**src/design/rst_seq_pkg.sv**
```systemverilog
// package: types, timing constants and states for the reset sequencer
package rst_seq_pkg;

  // ***************************************************************
  // clock
  // ***************************************************************
  localparam int unsigned CLK_HZ = 50_000_000; // system clock rate

  // ***************************************************************
  // sequence times, in nanoseconds as printed (ms x 1e6, us x 1e3)
  // ***************************************************************
  localparam longint unsigned T_DEST_BIST_NS = 64'd7_796_000; // typical
  localparam longint unsigned T_DEST_BIST_MIN_NS = 64'd5_730_000; // least
  localparam longint unsigned T_DEST_NS = 64'd182_000; // typical
  localparam longint unsigned T_DEST_MIN_NS = 64'd111_000; // least
  localparam longint unsigned T_EXT_LONG_NS = 64'd7_793_000; // typical
  localparam longint unsigned T_FUNC_LONG_NS = 64'd179_000; // typical
  localparam longint unsigned T_FUNC_LONG_MIN_NS = 64'd110_000; // least
  localparam longint unsigned T_FUNC_SHORT_NS = 64'd9_000; // typical
  localparam longint unsigned T_BOOT_FIRST_NS = 64'd200_000; // header first
  localparam longint unsigned T_BOOT_LAST_NS = 64'd320_000; // header last

  // cycles from time: typical figures round up, like a least time
  function automatic longint unsigned ns_to_cyc(input longint unsigned ns);
    longint unsigned c;
    c = (ns * CLK_HZ + 64'd999_999_999) / 64'd1_000_000_000;
    return (c < 64'd1) ? 64'd1 : c;
  endfunction

  localparam int unsigned CYC_DEST_BIST = 32'(ns_to_cyc(T_DEST_BIST_NS));
  localparam int unsigned CYC_DEST_BIST_MIN = 32'(ns_to_cyc(T_DEST_BIST_MIN_NS));
  localparam int unsigned CYC_DEST = 32'(ns_to_cyc(T_DEST_NS));
  localparam int unsigned CYC_DEST_MIN = 32'(ns_to_cyc(T_DEST_MIN_NS));
  localparam int unsigned CYC_EXT_LONG = 32'(ns_to_cyc(T_EXT_LONG_NS));
  localparam int unsigned CYC_FUNC_LONG = 32'(ns_to_cyc(T_FUNC_LONG_NS));
  localparam int unsigned CYC_FUNC_LONG_MIN = 32'(ns_to_cyc(T_FUNC_LONG_MIN_NS));
  localparam int unsigned CYC_FUNC_SHORT = 32'(ns_to_cyc(T_FUNC_SHORT_NS));
  localparam int unsigned CYC_BOOT_FIRST = 32'(ns_to_cyc(T_BOOT_FIRST_NS));
  localparam int unsigned CYC_BOOT_LAST = 32'(ns_to_cyc(T_BOOT_LAST_NS));

  localparam int CNT_W = 20; // wide enough for the longest count
  localparam logic [CNT_W-1:0] CNT_RESET = 20'h00000; // counter after reset
  // final phase grace: pin synchroniser and level filter lag behind the release
  localparam logic [CNT_W-1:0] SYNC_CYC = 20'h00004;

  // ***************************************************************
  // types
  // ***************************************************************
  // reset flavours, one-hot request bits
  typedef struct packed {
    logic dest_bist; // destructive, self-test on
    logic dest; // destructive, self-test off
    logic ext_long; // external long
    logic func_long; // functional long
    logic func_short; // functional short
  } rst_req_t;

  typedef enum logic [2:0] {
    K_DEST_BIST = 3'h0,
    K_DEST = 3'h1,
    K_EXT_LONG = 3'h2,
    K_FUNC_LONG = 3'h3,
    K_FUNC_SHORT = 3'h4
  } rst_kind_t;

  typedef enum logic [2:0] {
    S_IDLE = 3'h0, // power-up entry; starts the self-test sequence on the next cycle without a request
    S_SEQ = 3'h1, // timed internal sequence
    S_FINAL = 3'h2, // final_reset_phase: wait for pin to rise
    S_BOOT = 3'h3, // boot_assist_firmware running
    S_RUN = 3'h4 // normal_run_mode
  } seq_state_t;

  // status toward the rest of the chip
  typedef struct packed {
    logic in_reset; // internal reset active
    logic boot_busy; // boot firmware window
    logic run_mode; // normal_run_mode reached
    logic first_fetch; // pulse: first instruction fetch
    logic prolonged; // sequence held by outside party
  } seq_stat_t;

endpackage

```
**src/design/reset_sequence_controller.sv**
```systemverilog
// module: reset sequencer for five reset flavours and the shared reset pin
// Function
// destructive with self-test: 7.796 ms typical
// destructive without self-test: 0.182 ms typical
// external long sequence: 7.793 ms typical
// functional long sequence: 0.179 ms typical
// functional short sequence: 0.009 ms typical
// run mode entry ends sequence, fetches first
// shared reset line, only pulled low
// release low drive at sequence end
// outside low at final phase prolongs
// functional resets drive pin only if enabled
// boot firmware 200 us or 320 us
// boot time follows sequence back to back
// count clock cycles, phases strictly in order
`timescale 1ns/1ps
module reset_sequence_controller
  import rst_seq_pkg::*;
#(
  parameter int unsigned DEST_BIST_CYC = rst_seq_pkg::CYC_DEST_BIST, // long count
  parameter int unsigned EXT_LONG_CYC = rst_seq_pkg::CYC_EXT_LONG, // long count
  parameter int unsigned DEST_CYC = rst_seq_pkg::CYC_DEST, // long count
  parameter int unsigned FUNC_LONG_CYC = rst_seq_pkg::CYC_FUNC_LONG, // long count
  parameter int unsigned BOOT_FIRST_CYC = rst_seq_pkg::CYC_BOOT_FIRST, // long count
  parameter int unsigned BOOT_LAST_CYC = rst_seq_pkg::CYC_BOOT_LAST // long count
)
(
  // clock and reset
  input wire logic sys_clk,
  input wire logic reset_n,
  // reset requests, one-cycle pulses from on-chip sources
  input wire rst_seq_pkg::rst_req_t rst_req,
  // functional_reset_pin_drive_enable for the pending functional source
  input wire logic functional_reset_pin_drive_enable,
  // boot header found at last location (worst-case boot)
  input wire logic boot_hdr_last,
  // shared reset pin, three signals
  input wire logic rst_pin_in,
  output logic rst_pin_out,
  output logic rst_pin_oe_n,
  // status
  output rst_seq_pkg::seq_stat_t seq_stat
);
  import rst_seq_pkg::*;

  // ***************************************************************
  // pin synchroniser
  // ***************************************************************
  logic [2:0] pin_sync_r; // three stages; stage 0 only feeds stage 1
  logic [2:0] pin_sync_nxt;
  logic pin_lvl_r; // filtered pin level
  logic pin_lvl_nxt;

  // shift in; level changes when stages 1 and 2 agree
  always_comb
  begin
    pin_sync_nxt = {pin_sync_r[1:0], rst_pin_in};
    pin_lvl_nxt = pin_lvl_r;
    if (pin_sync_r[1] == pin_sync_r[2])
    begin
      pin_lvl_nxt = pin_sync_r[2];
    end
  end

  // register synchroniser; pin assumed high (pulled up) at reset
  always_ff @(posedge sys_clk or negedge reset_n)
  begin
    if (!reset_n)
    begin
      pin_sync_r <= 3'h7;
      pin_lvl_r <= 1'b1;
    end
    else
    begin
      pin_sync_r <= pin_sync_nxt;
      pin_lvl_r <= pin_lvl_nxt;
    end
  end

  // ***************************************************************
  // sequencer
  // ***************************************************************
  seq_state_t state_r; // current phase
  seq_state_t state_nxt;
  rst_kind_t kind_r; // flavour in progress
  rst_kind_t kind_nxt;
  logic [CNT_W-1:0] cnt_r; // cycles left in phase
  logic [CNT_W-1:0] cnt_nxt;
  logic drive_r; // pulling the pin low
  logic drive_nxt;
  logic fetch_r; // first fetch pulse
  logic fetch_nxt;
  logic prolong_r; // outside held pin in final phase
  logic prolong_nxt;
  logic any_req; // any request this cycle
  rst_kind_t req_kind; // highest-priority request
  logic [CNT_W-1:0] req_len; // length of requested sequence
  logic req_drive; // pin drive for requested sequence

  // priority: destructive beats external beats functional
  always_comb
  begin
    any_req = |rst_req;
    req_kind = K_FUNC_SHORT;
    req_len = CNT_W'(CYC_FUNC_SHORT);
    req_drive = functional_reset_pin_drive_enable;
    if (rst_req.dest_bist)
    begin
      req_kind = K_DEST_BIST;
      req_len = CNT_W'(DEST_BIST_CYC);
      req_drive = 1'b1;
    end
    else if (rst_req.dest)
    begin
      req_kind = K_DEST;
      req_len = CNT_W'(DEST_CYC);
      req_drive = 1'b1;
    end
    else if (rst_req.ext_long)
    begin
      req_kind = K_EXT_LONG;
      req_len = CNT_W'(EXT_LONG_CYC);
      req_drive = 1'b1;
    end
    else if (rst_req.func_long)
    begin
      req_kind = K_FUNC_LONG;
      req_len = CNT_W'(FUNC_LONG_CYC);
      req_drive = functional_reset_pin_drive_enable;
    end
  end

  // next phase; a new request restarts from the timed phase
  always_comb
  begin
    state_nxt = state_r;
    kind_nxt = kind_r;
    cnt_nxt = cnt_r;
    drive_nxt = drive_r;
    fetch_nxt = 1'b0;
    prolong_nxt = prolong_r;
    if (any_req)
    begin
      // any request, even during boot or run, restarts the sequence
      state_nxt = S_SEQ;
      kind_nxt = req_kind;
      cnt_nxt = req_len - CNT_W'(1);
      drive_nxt = req_drive;
      prolong_nxt = 1'b0;
    end
    else
    begin
      case (state_r)
        S_IDLE:
        begin
          // power-up behaves as destructive reset with self-test
          state_nxt = S_SEQ;
          kind_nxt = K_DEST_BIST;
          cnt_nxt = CNT_W'(DEST_BIST_CYC) - CNT_W'(1);
          drive_nxt = 1'b1;
        end
        S_SEQ:
        begin
          // count down whole phase, in order
          if (cnt_r == CNT_RESET)
          begin
            state_nxt = S_FINAL;
            drive_nxt = 1'b0;
            // reuse the counter so our own release lag is not taken as a hold
            cnt_nxt = SYNC_CYC;
          end
          else
          begin
            cnt_nxt = cnt_r - CNT_W'(1);
          end
        end
        S_FINAL:
        begin
          // wait for the line to read high; outside low prolongs
          if (pin_lvl_r)
          begin
            state_nxt = S_BOOT;
            cnt_nxt = boot_hdr_last ? CNT_W'(BOOT_LAST_CYC) - CNT_W'(1)
                                    : CNT_W'(BOOT_FIRST_CYC) - CNT_W'(1);
          end
          else if (cnt_r == CNT_RESET)
          begin
            // still low after the synchroniser lag: an outside party holds it
            prolong_nxt = 1'b1;
          end
          else
          begin
            // pin may still be rising through the synchroniser
            cnt_nxt = cnt_r - CNT_W'(1);
          end
        end
        S_BOOT:
        begin
          // boot firmware follows without overlap
          if (cnt_r == CNT_RESET)
          begin
            state_nxt = S_RUN;
            fetch_nxt = 1'b1;
          end
          else
          begin
            cnt_nxt = cnt_r - CNT_W'(1);
          end
        end
        S_RUN:
        begin
          // stays here until the next reset request
          state_nxt = S_RUN;
        end
        default:
        begin
          state_nxt = S_IDLE;
        end
      endcase
    end
  end

  // register phase state
  always_ff @(posedge sys_clk or negedge reset_n)
  begin
    if (!reset_n)
    begin
      state_r <= S_IDLE;
      kind_r <= K_DEST_BIST;
      cnt_r <= CNT_RESET;
      drive_r <= 1'b1;
      fetch_r <= 1'b0;
      prolong_r <= 1'b0;
    end
    else
    begin
      state_r <= state_nxt;
      kind_r <= kind_nxt;
      cnt_r <= cnt_nxt;
      drive_r <= drive_nxt;
      fetch_r <= fetch_nxt;
      prolong_r <= prolong_nxt;
    end
  end

  // ***************************************************************
  // outputs
  // ***************************************************************
  logic oe_n_r; // pin enable, low while pulling low
  logic [4:0] stat_r; // packed status flops

  // open drain: data stays low, only the enable moves, never drive high
  always_ff @(posedge sys_clk or negedge reset_n)
  begin
    if (!reset_n)
    begin
      oe_n_r <= 1'b0;
      stat_r <= 5'h10;
    end
    else
    begin
      oe_n_r <= ~drive_nxt;
      stat_r <= {state_nxt == S_IDLE || state_nxt == S_SEQ || state_nxt == S_FINAL,
                 state_nxt == S_BOOT, state_nxt == S_RUN, fetch_nxt, prolong_nxt};
    end
  end

  assign rst_pin_out = 1'b0; // constant low data; enable alone drives the line
  assign rst_pin_oe_n = oe_n_r;
  assign seq_stat = seq_stat_t'(stat_r);
endmodule // reset_sequence_controller

```
**config.mk**
```make
export PLATFORM = sky130hd
export DESIGN_NAME = reset_sequence_controller
export DESIGN_NICKNAME = d
export VERILOG_FILES = /design/src/design/rst_seq_pkg.sv /design/src/design/reset_sequence_controller.sv
export SDC_FILE = /design/constraint.sdc
export NUM_CORES = 1
export LEC_CHECK = 0
export BUFFER_PORTS_ARGS = -buffer_cell sky130_fd_sc_hd__buf_2
export CAP_MARGIN = 0
export CORE_ASPECT_RATIO = 0.7
export CORE_UTILIZATION = 50
export DETAILED_ROUTE_END_ITERATION = 7
export PLACE_DENSITY = 0.73
export RECOVER_POWER = 25
export SYNTH_ARGS = -nofsm -noshare
export SYNTH_HDL_FRONTEND = slang
export SYNTH_SLANG_ARGS = --single-unit
```
**constraint.sdc**
```tcl
create_clock -name sys_clk -period 2.6 [get_ports sys_clk]
set_clock_uncertainty 0.15 [all_clocks]
set_input_delay 0.13 -clock sys_clk [delete_from_list [all_inputs] [get_ports sys_clk]]
set_output_delay 0.13 -clock sys_clk [all_outputs]
set_load 0.02 [all_outputs]
```
* Word level (Yosys, flattened, before mapping)
Cells that the tools add are included.
** Word-level totals
- Register bits after elaboration :: 35
- Word-level logic and storage cells :: 55
- Input bits :: 10
- Output and inout port bits :: 7
** Operators by class
- Bitwise gates (word level) :: 1
- Reductions and logical operators :: 7
- $add $sub $neg :: 2
- Muxes and demuxes :: 28
- Equal/unequal tests :: 9
** Operators by type and width (count)
- 2-to-1 mux 20 bit :: 4
- case mux 20 bit (4 select lines) :: 1
- 2-to-1 mux 19 bit :: 3
- subtractor 20 x 1 -> 20 bit (second input constant) :: 2
- logical NOT 20 bit :: 1
- case mux 3 bit (5 select lines) :: 1
- 2-to-1 mux 14 bit :: 1
- 2-to-1 mux 13 bit :: 1
- equality test 3 x 2 -> 1 bit (second input constant) :: 4
- 2-to-1 mux 1 bit :: 12
- 2-to-1 mux 3 bit :: 4
- equality test 3 x 1 -> 1 bit (second input constant) :: 2
- equality test 3 bit (second input constant) :: 2
- logical NOT 3 bit :: 2
- nonzero test 5 bit :: 1
- OR reduction 5 bit :: 1
- logical OR 1 bit :: 2
- case mux 1 bit (2 select lines) :: 1
- equality test 1 bit :: 1
- NOT 1 bit :: 1

* Depth between registers and ports, before layout
- Word-level depth :: 7
- Depth in mapped cells :: 10
- Mapped depth without buffers :: 9

* Worst setup path after synthesis
No wires, ideal clock.
- Path type :: register -> register
- From :: register cnt_r[0]
- To :: register cnt_r[5]
- Arrival :: 2.354 ns
- Setup time :: 0.125 ns
- Data required time :: 2.325 ns
- Setup slack :: -0.030 ns
- Period minus slack after synthesis :: 2.630 ns
- Cell stages (with the launch flop) :: 10
- Path buffers :: 2
- Path through :: dfrtp_1 -> inv_1 -> ha_1 -> or4b_1 -> buf_2 -> or4_4 -> buf_6 -> o31a_1 -> a211oi_2 -> nor3_1
** On the way
- Cells in the longest elaborated chain, start to end :: 5
- Elaborated cells between the ends (all ways) :: 7
- Those cells by class :: add/sub (1); mux (5); reduce/logical (1)
** Ends and longest elaborated chain
- start, declared :: line reset_sequence_controller.sv:87 : logic [CNT_W-1:0] cnt_r;
- start signal, assigned :: line reset_sequence_controller.sv:239 : cnt_r <= cnt_nxt;
- subtractor 20 x 1 -> 20 bit / logical NOT 20 bit (equally long branches)
- 2-to-1 mux 20 bit :: line reset_sequence_controller.sv:186, reset_sequence_controller.sv:200
- 2-to-1 mux 20 bit :: line reset_sequence_controller.sv:180 : if (pin_lvl_r)
- case mux 20 bit (4 select lines) (*) :: line reset_sequence_controller.sv:153 : case (state_r)
- 2-to-1 mux 20 bit (*) :: line reset_sequence_controller.sv:142 : if (any_req)
Mark *: on every way between the ends. The rest lies on a longest branch, timed or not.
A chain may end at the register's enable or synchronous reset.

* Final worst setup path
- From :: register cnt_r[13]
- To :: register cnt_r[5]
** On the way
- Cells in the longest elaborated chain, start to end :: 5
- Elaborated cells between the ends (all ways) :: 6
- Those cells by class :: mux (5); reduce/logical (1)
** Ends and longest elaborated chain (line)
- logical NOT 20 bit (*) :: reset_sequence_controller.sv:165, reset_sequence_controller.sv:186, reset_sequence_controller.sv:200
- 2-to-1 mux 20 bit (2 in a row)
- case mux 20 bit (4 select lines) (*) :: reset_sequence_controller.sv:153
- 2-to-1 mux 20 bit (*) :: reset_sequence_controller.sv:142
Marked as above.

==> impl_metrics.yaml <==
power_and_ir_drop:
  power_leakage_uw: 0.001089
  p_seq_share_pct: 52.5
  p_sw_share_pct: 26.94
  combPwrFrac_pct: 11.3
  p_switching_uw: 291.4
  p_per_area_mw_per_mm2: 411.6
  intPower_uw: 790.2
  ir_worst_vdd_mv: 0.3396
  p_clk_share_pct: 36.2
logic_synthesis:
  syn-cell-area_mm2: 0.002232
  synth_top_area_share_pct: 31.39
  syn_nets: 279
  synth_seq_cells: 34
  synth_warnings: 0
  yosys_most_used_dff: "dfrtp_1"
  synth-edff-count: 0
  synthTopCellsByArea: "dfrtp_1 31%, dfstp_2 7.1%, nor2_1 5.4%"
  synth_cell_types: 60
  synthArstFlopShare_pct: 100.0
  synth_top_area_cell: "dfrtp_1"
  synth_area_per_cell_um2: 8.423
  ys_seq_area_share_pct: 38.45
  synth_cells: 265
grt:
  grt_pass1_vias: 2202
  antenna_found_initial: 0
  grt_overflow: 0
  grt_max_degree: 35
  grt_use_total_pct: 32.28
  grt_first_pass_wirelength_um: 11190
final_layout:
  area_growth_pct: 17.71
  nets: 314
  n_fill_cell: 368
  antenna_cells: 0
  fin_cells: 353
  layout-drive-gt1-share_pct: 19.60
cts:
  cts_root_buffer: "clkbuf_8"
  clk_pin_slew_ns: 0.07
  cts_tree: "done"
  clock-sinks: 34
  clkLatencyLatePin_ns: 0.29
  clockBufferDepth: 2
  post_cts_buffers: 0
  h-tree-depth: 2
  cts_buffers: 5
place:
  pre_cts_ws_ns: 0.01206
  dp_cells: 343
  hpwl_um: 5013
  place_congestion: 0.8966
  port_buffers: 15
die:
  dieHeight_um: 57.90
  num_io_pins: 17
  rows: 19
  die_x_um: 81.86
  die_area_mm2: 0.004740
  start_util_pct: 54.59
  core_mm2: 0.004089
detailed_routing:
  drcViolationCount: 0
  wl_um: 6872
  vias: 2312
  vias_per_cell: 6.550
  firstDrtPassIters: 6
  wl_per_cell_um: 19.47
  ant_nets: 0
  drt_iter0_drc: 302
critical_path:
  crit_chain: "or4_4 > buf_6 > or4_4 > o31a_1 > a211oi_2 > nor3_1"
  critPathBufInv: 1
  cp_data_required_time_ns: 2.62
  crit_arrival_ns: 2.56
  cp_slowest_stage_delay_ns: 0.57
  crit_type: "reg -> reg"
  endpoint_kind: "register"
  crit_path_start_kind: "register"
  path_common_cell: "or4_4"
  cp_slowest_cell: "or4_4"
  cp_max_fo: 8
  crit_family: "simple AND/OR/NAND/NOR gates"
timing:
  clock.fmax_ghz: 0.3940
  period_minus_slack_ns: 2.538
  period_share_pct: 97.63
  final-setup-viol-count: 0
  hold_viol: 0
  slew-limit-headroom_pct: -28.74
  fin_ws_ns: 0.06173
  timing.setup.tns_ns: 0
  maxSlewViolCount: 35
  tightest_slew_ns: 1.931
job:
  maxCapViolCount: 1
hold_path:
  hp-class: "in -> reg"
status:
  outcome: "finished, violations left"
  violations: "max-capacitance violations, max-slew violations"
-- flip-flops by register name, indices dropped and copies added (netlist names) --
name	cells
state_r	3
seq_stat	5
pin_lvl_r	1
cnt_r	20
rst_pin_oe_n	1
pin_sync_r	3
drive_r	1
-- what timing repair did --
item,CTS,global route
setup endpoints to repair,1,5
hold endpoints to repair,29,0
hold buffers,2,0
cloned,0,0
gates resized for setup,1,7
-- cells in the mapped netlist, types with 5 or more instances --
cell / n
a211oi_1: 5
a21oi_1: 11
a31oi_1: 6
clkbuf_1: 12
dfrtp_1: 28
dfstp_2: 6
inv_1: 14
nand2_1: 18
nand3_1: 7
nor2_1: 32
nor3_1: 12
nor4_1: 8
o21ai_0: 19
or3_1: 7
-- worst reg2reg max path, cell delays in order, from the launching register on --
cell and delay (ns):
dfrtp_1 0.40, or4_4 0.53, buf_6 0.16, or4_4 0.57, o31a_1 0.34, a211oi_2 0.20
nor3_1 0.08
-- power by group through the flow --
stage,Combinational (uW),Sequential (uW),Clock (uW)
global placement,114,576,0
global route,137,570,416
CTS,120,568,392
floorplan,68.5,575,0
finish,123,568,391
detailed placement,117,577,0
-- through the flow --
| step | utilization, % | hold slack [ns] | area [um2] | power, uW |
|---|---|---|---|---|
| 2_1_floorplan | - | -0.3156 | 2238 | 643.3 |
| 3_3_place_gp | 61.20 | 0.08549 | 2502 | 690.5 |
| 3_5_place_dp | 61.20 | 0.08820 | 2502 | 694.0 |
| 4_1_cts | 63.74 | 0.03509 | 2606 | 1079 |
| 5_1_grt | 64.26 | 0.05407 | 2628 | 1122 |
| 6_report | 64.26 | 0.03714 | 2628 | 1082 |
-- cell type report --
type | instances | area, um2 | share of cell area [%]
flip-flops and latches | 34 | 858.3 | 32.67
repair buffers | 46 | 307.8 | 11.71
multi-input cells | 199 | 1264 | 48.10
well taps | 52 | 65.06 | 2.476
inverters | 14 | 52.55 | 2.000
clock buffers | 8 | 80.08 | 3.048
-- layer usage --
layer / wire length, um / track usage, % / vias up
li1: - / - / 1051
met1: 3317 / 50.05 / 1142
met2: 2853 / 43.92 / 105
met3: 611 / 7.874 / 14
met4: 88 / 9.273 / 0
met5: 0 / 0 / -
-- layout by cell type, fill, tap and decap left out, types with 2 or more instances in the layout --
cell,count
nor2_1,32
dfrtp_1,28
buf_4,28
o21ai_0,19
nand2_1,18
inv_1,13
nor3_1,12
a21oi_1,11
clkbuf_1,10
nor4_1,8
buf_2,8
nand3_1,7
or3_1,6
a31oi_1,6
a211oi_1,5
clkbuf_8,5
nand2b_1,4
xnor2_1,4
dfstp_2,4
or2_2,3
or4_1,3
o21bai_1,3
nor2b_1,3
a311oi_1,3
a22o_1,3
ha_1,3
or4_4,2
nor4_4,2
xor2_1,2
and3_1,2
o31ai_1,2
a41o_1,2
o31a_1,2
a21o_1,2
o211ai_1,2
a41oi_1,2
dlygate4sd3_1,2
dfstp_1,2
-- cells by family after synthesis --
kind of cell / synth area share, %
AND/OR/NAND/NOR: 26.07
AO/OA/AOI/OAI: 23.99
flip-flops: 38.45
buffers and inverters: 6.277
XOR/XNOR: 2.354
adder cells (fa/ha/maj): 2.691
other: 0.1680
-- path summary, 6_finish.rpt --
path | endpoint | depth (start not counted) | from | slack (ns)
min in group asynchronous | seq_stat[3]$_DFF_PN0_ | 2 | reset_n | 0.77
setup reg to reg | cnt_r[5]$_DFFE_PN0P_ | 6 | cnt_r[13]$_DFFE_PN0P_ | 0.06
hold reg to reg | pin_sync_r[1]$_DFF_PN1_ | 0 | pin_sync_r[0]$_DFF_PN1_ | 0.21
setup / recovery | cnt_r[5]$_DFFE_PN0P_ | 6 | cnt_r[13]$_DFFE_PN0P_ | 0.06
hold / removal | cnt_r[3]$_DFFE_PN0P_ | 2 | rst_req[3] | 0.04
max in group asynchronous | cnt_r[3]$_DFFE_PN0P_ | 2 | reset_n | 0.43
(Power assumes the default switching activity.)
